[src/shared/clock_source_control_pkg.sv]
package clock_source_control_pkg;

    // register byte offsets on the apb bus
    localparam logic [7:0] ADDR_CLOCK_CONTROL_0  = 8'h00;
    localparam logic [7:0] ADDR_CLOCK_CONTROL_1  = 8'h04;
    localparam logic [7:0] ADDR_OSC_STOP_DETECT  = 8'h08;
    localparam logic [7:0] ADDR_PROCESSOR_MODE_2 = 8'h0C;
    localparam logic [7:0] ADDR_WRITE_PROTECT    = 8'h10;
    localparam logic [7:0] ADDR_PLL_CONTROL      = 8'h14;
    localparam logic [7:0] ADDR_CLOCK_STATUS     = 8'h18;

    // clock_control_0 fields
    localparam int CC0_PERIPH_STOP_IN_WAIT = 2;
    localparam int CC0_SUBOSC_DRIVE_HIGH   = 3;
    localparam int CC0_SUBOSC_PORT_SELECT  = 4;
    localparam int CC0_MAIN_OSC_STOP       = 5;
    localparam int CC0_DIV8_SELECT         = 6;
    localparam int CC0_SUB_CLOCK_SELECT    = 7;

    // clock_control_1 fields
    localparam int CC1_STOP_MODE_REQUEST   = 0;
    localparam int CC1_PLL_SELECT          = 1;
    localparam int CC1_MAIN_DRIVE_HIGH     = 5;
    localparam int CC1_DIV_RATIO_LOW       = 6;
    localparam int CC1_DIV_RATIO_HIGH      = 7;

    // osc_stop_detect_control fields
    localparam int OSD_DETECT_ENABLE       = 0;
    localparam int OSD_ONCHIP_OSC_SELECT   = 1;

    // processor_mode_2 fields
    localparam int PM2_CLOCK_CHANGE_LOCK   = 1;
    localparam int PM2_WDT_ONCHIP_SOURCE   = 2;

    // write_protect_register fields
    localparam int WP_CLK_REG_WRITE_UNLOCK = 0;
    localparam int WP_MODE_REG_WRITE_UNLOCK = 1;
    localparam logic [7:0] WP_WRITABLE_MASK = 8'h03;

    // pll_control fields
    localparam int PLL_ON                  = 7;
    localparam logic [7:0] PLL_RATIO_MASK  = 8'h07;

    // reset values
    localparam logic [7:0] RST_CLOCK_CONTROL_0  = 8'h48;
    localparam logic [7:0] RST_CLOCK_CONTROL_1  = 8'h20;
    localparam logic [7:0] RST_OSC_STOP_DETECT  = 8'h00;
    localparam logic [7:0] RST_PROCESSOR_MODE_2 = 8'h00;
    localparam logic [7:0] RST_WRITE_PROTECT    = 8'h00;
    localparam logic [7:0] RST_PLL_CONTROL      = 8'h02;

    // half period of the cpu clock in source transitions
    localparam logic [4:0] HALF_DIV1  = 5'h01;
    localparam logic [4:0] HALF_DIV2  = 5'h02;
    localparam logic [4:0] HALF_DIV4  = 5'h04;
    localparam logic [4:0] HALF_DIV8  = 5'h08;
    localparam logic [4:0] HALF_DIV16 = 5'h10;

    typedef enum logic [1:0] {
        SRC_MAIN,
        SRC_SUB,
        SRC_ONCHIP,
        SRC_PLL
    } clk_src_e;

    typedef enum logic [1:0] {
        PHASE_LOW,
        PHASE_HIGH,
        PHASE_HALTED
    } clk_phase_e;

endpackage

[src/shared/clk_sel_if.sv]
`timescale 1ns/1ps
`default_nettype none

interface clk_sel_if;
    import clock_source_control_pkg::*;

    clk_src_e   src;
    logic [4:0] half_count;
    logic       halt;
    clk_src_e   active_src;
    logic       running;

    modport ctl (
        output src,
        output half_count,
        output halt,
        input  active_src,
        input  running
    );

    modport div (
        input  src,
        input  half_count,
        input  halt,
        output active_src,
        output running
    );
endinterface

`default_nettype wire

[src/logic/glitchless_clk_div.sv]
`timescale 1ns/1ps
`default_nettype none

module glitchless_clk_div
    import clock_source_control_pkg::*;
(
    input  wire logic       sys_clk_i,
    input  wire logic       sys_rst_i,
    input  wire logic [3:0] src_clks_i,
    clk_sel_if.div          cfg,
    output var  logic       cpu_clk_o
);

    logic [3:0] src_prev_q;
    clk_src_e   src_q;
    logic [4:0] half_q;
    logic [4:0] cnt_q;
    clk_phase_e phase_q;
    logic       edge_seen;
    logic       phase_done;

    assign edge_seen  = src_clks_i[src_q] ^ src_prev_q[src_q];
    assign phase_done = edge_seen && ((cnt_q + 5'h01) == half_q);

    always_ff @(posedge sys_clk_i) begin
        if (sys_rst_i) begin
            src_prev_q <= 4'h0;
        end else begin
            src_prev_q <= src_clks_i;
        end
    end

    // source and ratio only change at the end of a low phase or on leaving the halted state, so no phase is cut short;
    // a source that has already died cannot finish its phase, software switches first
    always_ff @(posedge sys_clk_i) begin
        if (sys_rst_i) begin
            src_q     <= SRC_MAIN;
            half_q    <= HALF_DIV8;
            cnt_q     <= 5'h00;
            phase_q   <= PHASE_LOW;
            cpu_clk_o <= 1'b0;
        end else begin
            case (phase_q)
                PHASE_LOW: begin
                    if (phase_done) begin
                        cnt_q  <= 5'h00;
                        src_q  <= cfg.src;
                        half_q <= cfg.half_count;
                        if (cfg.halt) begin
                            phase_q <= PHASE_HALTED;
                        end else begin
                            phase_q   <= PHASE_HIGH;
                            cpu_clk_o <= 1'b1;
                        end
                    end else if (edge_seen) begin
                        cnt_q <= cnt_q + 5'h01;
                    end
                end
                PHASE_HIGH: begin
                    if (phase_done) begin
                        cnt_q     <= 5'h00;
                        phase_q   <= PHASE_LOW;
                        cpu_clk_o <= 1'b0;
                    end else if (edge_seen) begin
                        cnt_q <= cnt_q + 5'h01;
                    end
                end
                PHASE_HALTED: begin
                    cnt_q <= 5'h00;
                    if (!cfg.halt) begin
                        src_q   <= cfg.src;
                        half_q  <= cfg.half_count;
                        phase_q <= PHASE_LOW;
                    end
                end
                default: begin
                    phase_q   <= PHASE_LOW;
                    cpu_clk_o <= 1'b0;
                end
            endcase
        end
    end

    assign cfg.active_src = src_q;
    assign cfg.running    = (phase_q != PHASE_HALTED);
endmodule

`default_nettype wire

[src/logic/clock_source_control.sv]
// Contract
// - clock control 0/1 writes ignored unless the write unlock bit is set
// - sub drive high forced to 1 while pins are ports or on stop entry
// - main oscillator stopped: output pin high, feedback resistor stays connected
// - stop entry from main or on-chip modes sets divide-by-8 select
// - clock change lock freezes peripheral stop, main stop and sub select bits
// - on-chip off and main stopped: divide-by-8 and main drive high held at 1
// - main drive high set on stop from main modes or main stop in low speed
// - division ratio field applies only while divide-by-8 select is 0
// - stop mode: main output high, feedback off, sub pins high impedance
// - clock change lock ignores writes to stop request and pll select
// - watchdog on-chip source ignores writes to the stop request
// - reset selects main clock divided by eight for the cpu
// - clock change lock cannot be cleared once set
// - reset leaves sub oscillator off with feedback disconnected
`timescale 1ns/1ps
`default_nettype none

module clock_source_control
    import clock_source_control_pkg::*;
(
    input  wire logic        sys_clk_i,
    input  wire logic        sys_rst_i,
    input  wire logic        psel_i,
    input  wire logic        penable_i,
    input  wire logic        pwrite_i,
    input  wire logic [7:0]  paddr_i,
    input  wire logic [31:0] pwdata_i,
    output var  logic [31:0] prdata_o,
    output logic             pready_o,
    output logic             pslverr_o,
    input  wire logic        main_clk_i,
    input  wire logic        sub_clk_i,
    input  wire logic        onchip_clk_i,
    input  wire logic        pll_clk_i,
    input  wire logic        wake_i,
    output var  logic        cpu_clk_o,
    output logic             stop_mode_o,
    output logic             main_osc_run_o,
    output logic             main_osc_output_high_o,
    output logic             main_feedback_on_o,
    output logic             main_drive_high_o,
    output logic             sub_osc_run_o,
    output logic             sub_feedback_on_o,
    output logic             sub_pins_hiz_o,
    output logic             subosc_drive_high_o,
    output logic             onchip_osc_run_o,
    output logic             pll_on_o,
    output logic             periph_stop_in_wait_o,
    output logic             osc_stop_detect_enable_o
);

    logic [7:0]  clock_control_0_q;
    logic [7:0]  clock_control_0_d;
    logic [7:0]  clock_control_1_q;
    logic [7:0]  clock_control_1_d;
    logic [7:0]  osc_stop_detect_control_q;
    logic [7:0]  processor_mode_2_q;
    logic [7:0]  write_protect_register_q;
    logic [7:0]  pll_control_q;
    logic [31:0] rdata_d;
    logic        addr_hit;
    logic        wr_en;
    logic        unlock;
    logic        lock;
    logic        wdt_src;
    logic        stop_entry;
    logic        main_mode;
    logic        main_stop_low_speed;
    logic        fixed_div8;
    logic [7:0]  w;

    clk_sel_if sel ();

    assign unlock  = write_protect_register_q[WP_CLK_REG_WRITE_UNLOCK];
    assign lock    = processor_mode_2_q[PM2_CLOCK_CHANGE_LOCK];
    assign wdt_src = processor_mode_2_q[PM2_WDT_ONCHIP_SOURCE];
    assign wr_en   = psel_i && penable_i && pwrite_i;

    // main modes: cpu runs from the main clock or the pll, neither sub nor on-chip selected
    assign main_mode = !clock_control_0_q[CC0_SUB_CLOCK_SELECT] && !osc_stop_detect_control_q[OSD_ONCHIP_OSC_SELECT];

    // an accepted write that raises the stop request
    assign stop_entry = wr_en && (paddr_i == ADDR_CLOCK_CONTROL_1) && unlock && !lock && !wdt_src
                        && pwdata_i[CC1_STOP_MODE_REQUEST] && !clock_control_1_q[CC1_STOP_MODE_REQUEST];

    assign fixed_div8 = !osc_stop_detect_control_q[OSD_ONCHIP_OSC_SELECT]
                        && clock_control_0_q[CC0_MAIN_OSC_STOP];

    // apb slave: zero wait states, unmapped offsets answer with an error
    always_comb begin
        addr_hit = 1'b1;
        rdata_d  = 32'h0000_0000;
        case (paddr_i)
            ADDR_CLOCK_CONTROL_0:  rdata_d[7:0] = clock_control_0_q;
            ADDR_CLOCK_CONTROL_1:  rdata_d[7:0] = clock_control_1_q;
            ADDR_OSC_STOP_DETECT:  rdata_d[7:0] = osc_stop_detect_control_q;
            ADDR_PROCESSOR_MODE_2: rdata_d[7:0] = processor_mode_2_q;
            ADDR_WRITE_PROTECT:    rdata_d[7:0] = write_protect_register_q;
            ADDR_PLL_CONTROL:      rdata_d[7:0] = pll_control_q;
            ADDR_CLOCK_STATUS:     rdata_d[3:0] = {sel.running, sel.active_src, stop_mode_o};
            default:               addr_hit = 1'b0;
        endcase
    end

    assign pready_o  = 1'b1;
    assign pslverr_o = psel_i && penable_i && !addr_hit;

    // read data captured in the setup cycle, stable for the access phase
    always_ff @(posedge sys_clk_i) begin
        if (sys_rst_i) begin
            prdata_o <= 32'h0000_0000;
        end else if (psel_i && !penable_i && !pwrite_i) begin
            prdata_o <= rdata_d;
        end
    end

    // clock_control_0 next value: software write, then hardware forcing on top
    always_comb begin
        clock_control_0_d = clock_control_0_q;
        w = pwdata_i[7:0];
        if (wr_en && (paddr_i == ADDR_CLOCK_CONTROL_0) && unlock) begin
            if (lock) begin
                w[CC0_PERIPH_STOP_IN_WAIT] = clock_control_0_q[CC0_PERIPH_STOP_IN_WAIT];
                w[CC0_MAIN_OSC_STOP]       = clock_control_0_q[CC0_MAIN_OSC_STOP];
                w[CC0_SUB_CLOCK_SELECT]    = clock_control_0_q[CC0_SUB_CLOCK_SELECT];
            end
            clock_control_0_d = w;
        end
        if (!clock_control_0_d[CC0_SUBOSC_PORT_SELECT] || stop_entry) begin
            clock_control_0_d[CC0_SUBOSC_DRIVE_HIGH] = 1'b1;
        end
        if (stop_entry && !clock_control_0_q[CC0_SUB_CLOCK_SELECT]) begin
            clock_control_0_d[CC0_DIV8_SELECT] = 1'b1;
        end
        if (fixed_div8) begin
            clock_control_0_d[CC0_DIV8_SELECT] = 1'b1;
        end
    end

    // main oscillator being stopped while the sub clock runs the cpu
    assign main_stop_low_speed = clock_control_0_d[CC0_MAIN_OSC_STOP] && !clock_control_0_q[CC0_MAIN_OSC_STOP]
                                 && clock_control_0_q[CC0_SUB_CLOCK_SELECT];

    always_comb begin
        clock_control_1_d = clock_control_1_q;
        if (wake_i) begin
            clock_control_1_d[CC1_STOP_MODE_REQUEST] = 1'b0;
        end
        if (wr_en && (paddr_i == ADDR_CLOCK_CONTROL_1) && unlock) begin
            clock_control_1_d = pwdata_i[7:0];
            if (lock || wdt_src) begin
                clock_control_1_d[CC1_STOP_MODE_REQUEST] = clock_control_1_q[CC1_STOP_MODE_REQUEST]
                                                           && !wake_i;
            end
            if (lock) begin
                clock_control_1_d[CC1_PLL_SELECT] = clock_control_1_q[CC1_PLL_SELECT];
            end
        end
        if ((stop_entry && main_mode) || main_stop_low_speed) begin
            clock_control_1_d[CC1_MAIN_DRIVE_HIGH] = 1'b1;
        end
        if (fixed_div8) begin
            clock_control_1_d[CC1_MAIN_DRIVE_HIGH] = 1'b1;
        end
    end

    always_ff @(posedge sys_clk_i) begin
        if (sys_rst_i) begin
            clock_control_0_q <= RST_CLOCK_CONTROL_0;
            clock_control_1_q <= RST_CLOCK_CONTROL_1;
        end else begin
            clock_control_0_q <= clock_control_0_d;
            clock_control_1_q <= clock_control_1_d;
        end
    end

    // oscillation-stop detect control: the detect enable is frozen by the lock
    always_ff @(posedge sys_clk_i) begin
        if (sys_rst_i) begin
            osc_stop_detect_control_q <= RST_OSC_STOP_DETECT;
        end else if (wr_en && (paddr_i == ADDR_OSC_STOP_DETECT) && unlock) begin
            osc_stop_detect_control_q <= pwdata_i[7:0];
            if (lock) begin
                osc_stop_detect_control_q[OSD_DETECT_ENABLE] <= osc_stop_detect_control_q[OSD_DETECT_ENABLE];
            end
        end
    end

    // processor mode 2 has its own unlock bit; the clock change lock is sticky
    always_ff @(posedge sys_clk_i) begin
        if (sys_rst_i) begin
            processor_mode_2_q <= RST_PROCESSOR_MODE_2;
        end else if (wr_en && (paddr_i == ADDR_PROCESSOR_MODE_2)
                     && write_protect_register_q[WP_MODE_REG_WRITE_UNLOCK]) begin
            processor_mode_2_q <= pwdata_i[7:0];
            processor_mode_2_q[PM2_CLOCK_CHANGE_LOCK] <= lock || pwdata_i[PM2_CLOCK_CHANGE_LOCK];
        end
    end

    always_ff @(posedge sys_clk_i) begin
        if (sys_rst_i) begin
            write_protect_register_q <= RST_WRITE_PROTECT;
        end else if (wr_en && (paddr_i == ADDR_WRITE_PROTECT)) begin
            write_protect_register_q <= pwdata_i[7:0] & WP_WRITABLE_MASK;
        end
    end

    // pll control: frozen by the lock; ratio bits only change while the pll is off
    always_ff @(posedge sys_clk_i) begin
        if (sys_rst_i) begin
            pll_control_q <= RST_PLL_CONTROL;
        end else if (wr_en && (paddr_i == ADDR_PLL_CONTROL) && unlock && !lock) begin
            pll_control_q <= pwdata_i[7:0];
            if (pll_control_q[PLL_ON]) begin
                pll_control_q[2:0] <= pll_control_q[2:0];
            end
        end
    end

    // cpu clock source and divider selection
    always_comb begin
        if (clock_control_0_q[CC0_SUB_CLOCK_SELECT]) begin
            sel.src = SRC_SUB;
        end else if (osc_stop_detect_control_q[OSD_ONCHIP_OSC_SELECT]) begin
            sel.src = SRC_ONCHIP;
        end else if (clock_control_1_q[CC1_PLL_SELECT]) begin
            sel.src = SRC_PLL;
        end else begin
            sel.src = SRC_MAIN;
        end
        if (sel.src == SRC_SUB || sel.src == SRC_PLL) begin
            sel.half_count = HALF_DIV1;
        end else if (clock_control_0_q[CC0_DIV8_SELECT]) begin
            sel.half_count = HALF_DIV8;
        end else begin
            case (clock_control_1_q[CC1_DIV_RATIO_HIGH:CC1_DIV_RATIO_LOW])
                2'h0:    sel.half_count = HALF_DIV1;
                2'h1:    sel.half_count = HALF_DIV2;
                2'h2:    sel.half_count = HALF_DIV4;
                default: sel.half_count = HALF_DIV16;
            endcase
        end
        sel.halt = stop_mode_o;
    end

    glitchless_clk_div u_clk_div (
        .sys_clk_i  (sys_clk_i),
        .sys_rst_i  (sys_rst_i),
        .src_clks_i ({pll_clk_i, onchip_clk_i, sub_clk_i, main_clk_i}),
        .cfg        (sel),
        .cpu_clk_o  (cpu_clk_o)
    );

    // oscillator pin control
    assign stop_mode_o            = clock_control_1_q[CC1_STOP_MODE_REQUEST];
    assign main_osc_run_o         = !clock_control_0_q[CC0_MAIN_OSC_STOP] && !stop_mode_o;
    assign main_osc_output_high_o = clock_control_0_q[CC0_MAIN_OSC_STOP] || stop_mode_o;
    assign main_feedback_on_o     = !stop_mode_o;
    assign sub_osc_run_o          = clock_control_0_q[CC0_SUBOSC_PORT_SELECT] && !stop_mode_o;
    assign sub_feedback_on_o      = clock_control_0_q[CC0_SUBOSC_PORT_SELECT] && !stop_mode_o;
    assign sub_pins_hiz_o         = stop_mode_o;
    assign subosc_drive_high_o    = clock_control_0_q[CC0_SUBOSC_DRIVE_HIGH];
    assign main_drive_high_o      = clock_control_1_q[CC1_MAIN_DRIVE_HIGH];
    assign onchip_osc_run_o       = osc_stop_detect_control_q[OSD_ONCHIP_OSC_SELECT] || wdt_src;
    assign pll_on_o               = pll_control_q[PLL_ON];
    assign periph_stop_in_wait_o  = clock_control_0_q[CC0_PERIPH_STOP_IN_WAIT];
    assign osc_stop_detect_enable_o = osc_stop_detect_control_q[OSD_DETECT_ENABLE];
endmodule

`default_nettype wire

[config.mk]
export PLATFORM = sky130hd
export DESIGN_NAME = clock_source_control
export DESIGN_NICKNAME = d
export VERILOG_FILES = /design/src/shared/clock_source_control_pkg.sv /design/src/shared/clk_sel_if.sv /design/src/logic/glitchless_clk_div.sv /design/src/logic/clock_source_control.sv
export SDC_FILE = /design/constraint.sdc
export NUM_CORES = 1
export LEC_CHECK = 0
export BUFFER_PORTS_ARGS = -buffer_cell sky130_fd_sc_hd__buf_2
export CORE_MARGIN = 3
export CORE_UTILIZATION = 50
export CTS_CLUSTER_SIZE = 12
export DETAILED_ROUTE_END_ITERATION = 12
export PLACE_DENSITY_LB_ADDON = 0.05
export SETUP_SLACK_MARGIN = 0.05
export SLEW_MARGIN = 0
export SYNTH_ARGS = -nofsm -noshare
export SYNTH_HDL_FRONTEND = slang
export SYNTH_SLANG_ARGS = --single-unit
[constraint.sdc]
create_clock -name sys_clk_i -period 3.18 [get_ports sys_clk_i]
set_input_delay 0.318 -clock sys_clk_i [delete_from_list [all_inputs] [get_ports sys_clk_i]]
set_output_delay 0.318 -clock sys_clk_i [all_outputs]
set_load 0.01 [all_outputs]
==> flow_summary.yaml <==
setup_path:
  arrival_ns: 2.63
  end_kind: "flop"
  slowest_delay_ns: 0.66
  slowest_stage: "or4_1"
  critPathLaunchType: "primary input"
  critPathRequiredTime_ns: 3.45
  cp_max_fo: 6
  crit_chain: "buf_2 > or4_1 > or3_4 > or4b_4 > or4_4 > o211ai_2"
  crit_type: "primary input to flop"
synth:
  yosys_warnings: 0
  synth_area_mm2: 0.00354
  synth_cell_types: 57
  postSynthCellCount: 390
  yosysMostFrequentCell: "dfxtp_1"
  yosysTopAreaCell: "dfxtp_1"
  seq_area_frac_synth_pct: 39.0
  synth_top_area_share_pct: 39.0
  synth_edf_count: 0
  yosys_register_bits: 69
  synthFlopType: "dfxtp_1"
  synthArstFlopShare_pct: 0
  syn_avg_cell_area_um2: 9.08
  ys_top_cells_by_area: "dfxtp_1 (39%), mux2i_1 (12%), buf_4 (5.7%)"
  ys_top_cells_by_count: "dfxtp_1 (69), nor2_1 (54), mux2i_1 (42)"
grt:
  grt_max_degree: 35
  grt_pass1_wl_um: 13500
  grt_use_total_pct: 20.7
  antenna_found_initial: 0
  grt_pass1_vias: 2628
  overflow: 0
pwr:
  irDropWorstVdd_v: 0.000385
  switchingPower_uw: 426
  powerDensity_mw_per_mm2: 437
  p_leak_nw: 1.64
  swShare_pct: 24.6
  p_int_mw: 1.30
  pwr-share-seq_pct: 50.9
  clkPwrFrac_pct: 41.3
  p_comb_share_pct: 7.9
clocking:
  max-clock-path-buffers: 2
  cts-htree-levels: 3
  ctsResizeCount: 0
  cts-buffers-inserted: 9
  ctsHoldBuffers: 0
  clkSinkCount: 69
  cts_setup_buffers: 0
  insertion_delay_ns: 0.34
  cts_tree: "yes"
  clockRootBuffer: "clkbuf_8"
  clkTransAtPathRegs_ns: 0.07
die:
  ioPinCount: 98
  die_h_um: 90.2
  start_util_pct: 51.8
  rows: 30
  die_x_um: 90.2
  coreArea_mm2: 0.00683
  die_area_mm2: 0.00813
placement:
  place.gp.congestion: 0.860
  dp_hpwl_um: 5900
  io_buffers: 48
sta:
  hold_viol_final: 0
  worst_hold_slack_ns: 0.213
  post-route-period-util_pct: 74.0
  fmax_mhz: 425
  period_minus_slack_ns: 2.35
  finClkSkew_ns: 0.0101
  rsz0062_at_grt: "false"
  slew_headroom_pct: 58.3
  final-setup-viol-count: 0
  worstMarginPinSlew_ns: 0.625
  slew_viol_final: 0
  tns_ns: 0
layout:
  multi_input_area_mm2: 0.00192
  nNetsFinal: 483
  antennaDiodeCount: 0
  drive_gt1_share_pct: 20.8
  regArea_mm2: 0.00138
  fillers: 643
  area_growth_pct: 11.9
routing:
  drtIter0Drc: 134
  firstDrtPassIters: 4
  routed_wl_um: 8300
  drcViolationCount: 0
  wire_per_inst_um: 15.6
  vias_per_cell: 5.38
  drtAntennaViolNets: 0
  vias: 2869
status:
  status: "finished, final reports clean"
min_path:
  min_path_type: "primary input to flop"
flow_run:
  drv_cap: 0
==> cells in the final DEF, fill, tap and decap left out, types with 3 or more instances in the layout <==
master / n
a211oi_1: 6
a21o_1: 4
a21oi_1: 15
a221oi_1: 5
a31oi_1: 4
and3_1: 4
buf_2: 48
buf_4: 8
clkbuf_8: 10
clkinvlp_4: 3
conb_1: 25
dfxtp_1: 69
inv_1: 11
mux2_2: 7
mux2i_1: 42
nand2_1: 8
nand2b_1: 8
nand3_1: 16
nand3b_1: 4
nand4_1: 3
nand4b_1: 6
nor2_1: 54
nor2b_1: 8
nor3_1: 3
o21ai_0: 4
o22ai_1: 5
or2_2: 3
or4_1: 5
xnor2_1: 11
==> through the flow <==
stage | setup slack (ns) | total power [mW] | util [%] | instances | instance area (um2)
floorplan | 0.696 | 1.01 | - | 413 | 3630
global placement | 0.492 | 1.03 | 55.1 | 517 | 3760
detailed placement | 0.482 | 1.04 | 55.1 | 517 | 3760
CTS | 0.847 | 1.75 | 58.0 | 533 | 3960
global route | 0.641 | 1.81 | 58.0 | 533 | 3960
finish | 0.827 | 1.73 | 58.0 | 533 | 3960
==> critical path, delay by kind of cell <==
family / cells / cell delay, ns
compound gates: 1 / 0.14
simple gates: 4 / 2.07
buf+inv: 1 / 0.09
==> power by group through the flow <==
| stage | clock network (mW) | registers, mW | logic [mW] |
|---|---|---|---|
| 6_report | 0.714 | 0.881 | 0.136 |
| 5_1_grt | 0.774 | 0.882 | 0.151 |
| 4_1_cts | 0.736 | 0.881 | 0.136 |
| 3_5_place_dp | 0 | 0.901 | 0.135 |
| 3_3_place_gp | 0 | 0.901 | 0.134 |
| 2_1_floorplan | 0 | 0.902 | 0.109 |
==> cell families (layout without fill, tap and decap cells) <==
family	Yosys count	in the layout	synth area share [%]
AOI/OAI and AO/OA	57	57	11.1
xor gates and xnor gates	12	12	2.97
adders and majority gates	1	1	0.353
buffers and inverters	59	83	9.22
DFF	69	69	39.0
muxes	52	52	15.7
other	2	25	0.212
and+or+nand+nor	138	138	21.4
==> layout make-up <==
class	instances	share of cell area, %
multi-input cells	285	48.5
flip-flops and latches	69	34.8
repair buffers	56	7.58
clock buffers	10	3.47
well taps	96	3.03
clock inverters	6	1.58
inverters	11	1.04
==> path summary, 6_finish.rpt <==
| path | start | to | slack [ns] | depth (start not counted) |
|---|---|---|---|---|
| min | main_clk_i | u_clk_div.src_prev_q[0] | 0.21 | 2 |
| max reg2reg | u_clk_div.cnt_q[0] | u_clk_div.phase_q[1] | 0.91 | 6 |
| min reg2reg | prdata_o[0] | prdata_o[0] | 0.46 | 1 |
| max | paddr_i[1] | clock_control_1_q[5] | 0.83 | 6 |
==> routing by layer <==
metal  GRT usage (%)  part of all wire (%)  vias up
li1                -                     -     1426
met1            26.9                    45     1358
met2            34.1                    49       81
met3            4.69                   4.9        4
met4            6.89                  0.78        0
met5               0                     0        -
==> state kept, by name, indices dropped and copies added (netlist names), 4 cells and up <==
signal / flops
prdata_o: 8
u_clk_div.src_prev_q: 4
processor_mode_2_q: 8
pll_control_q: 8
u_clk_div.cnt_q: 5
u_clk_div.half_q: 5
osc_stop_detect_control_q: 8
clock_control_0_q: 8
clock_control_1_q: 8
(Power assumes the default switching activity.)
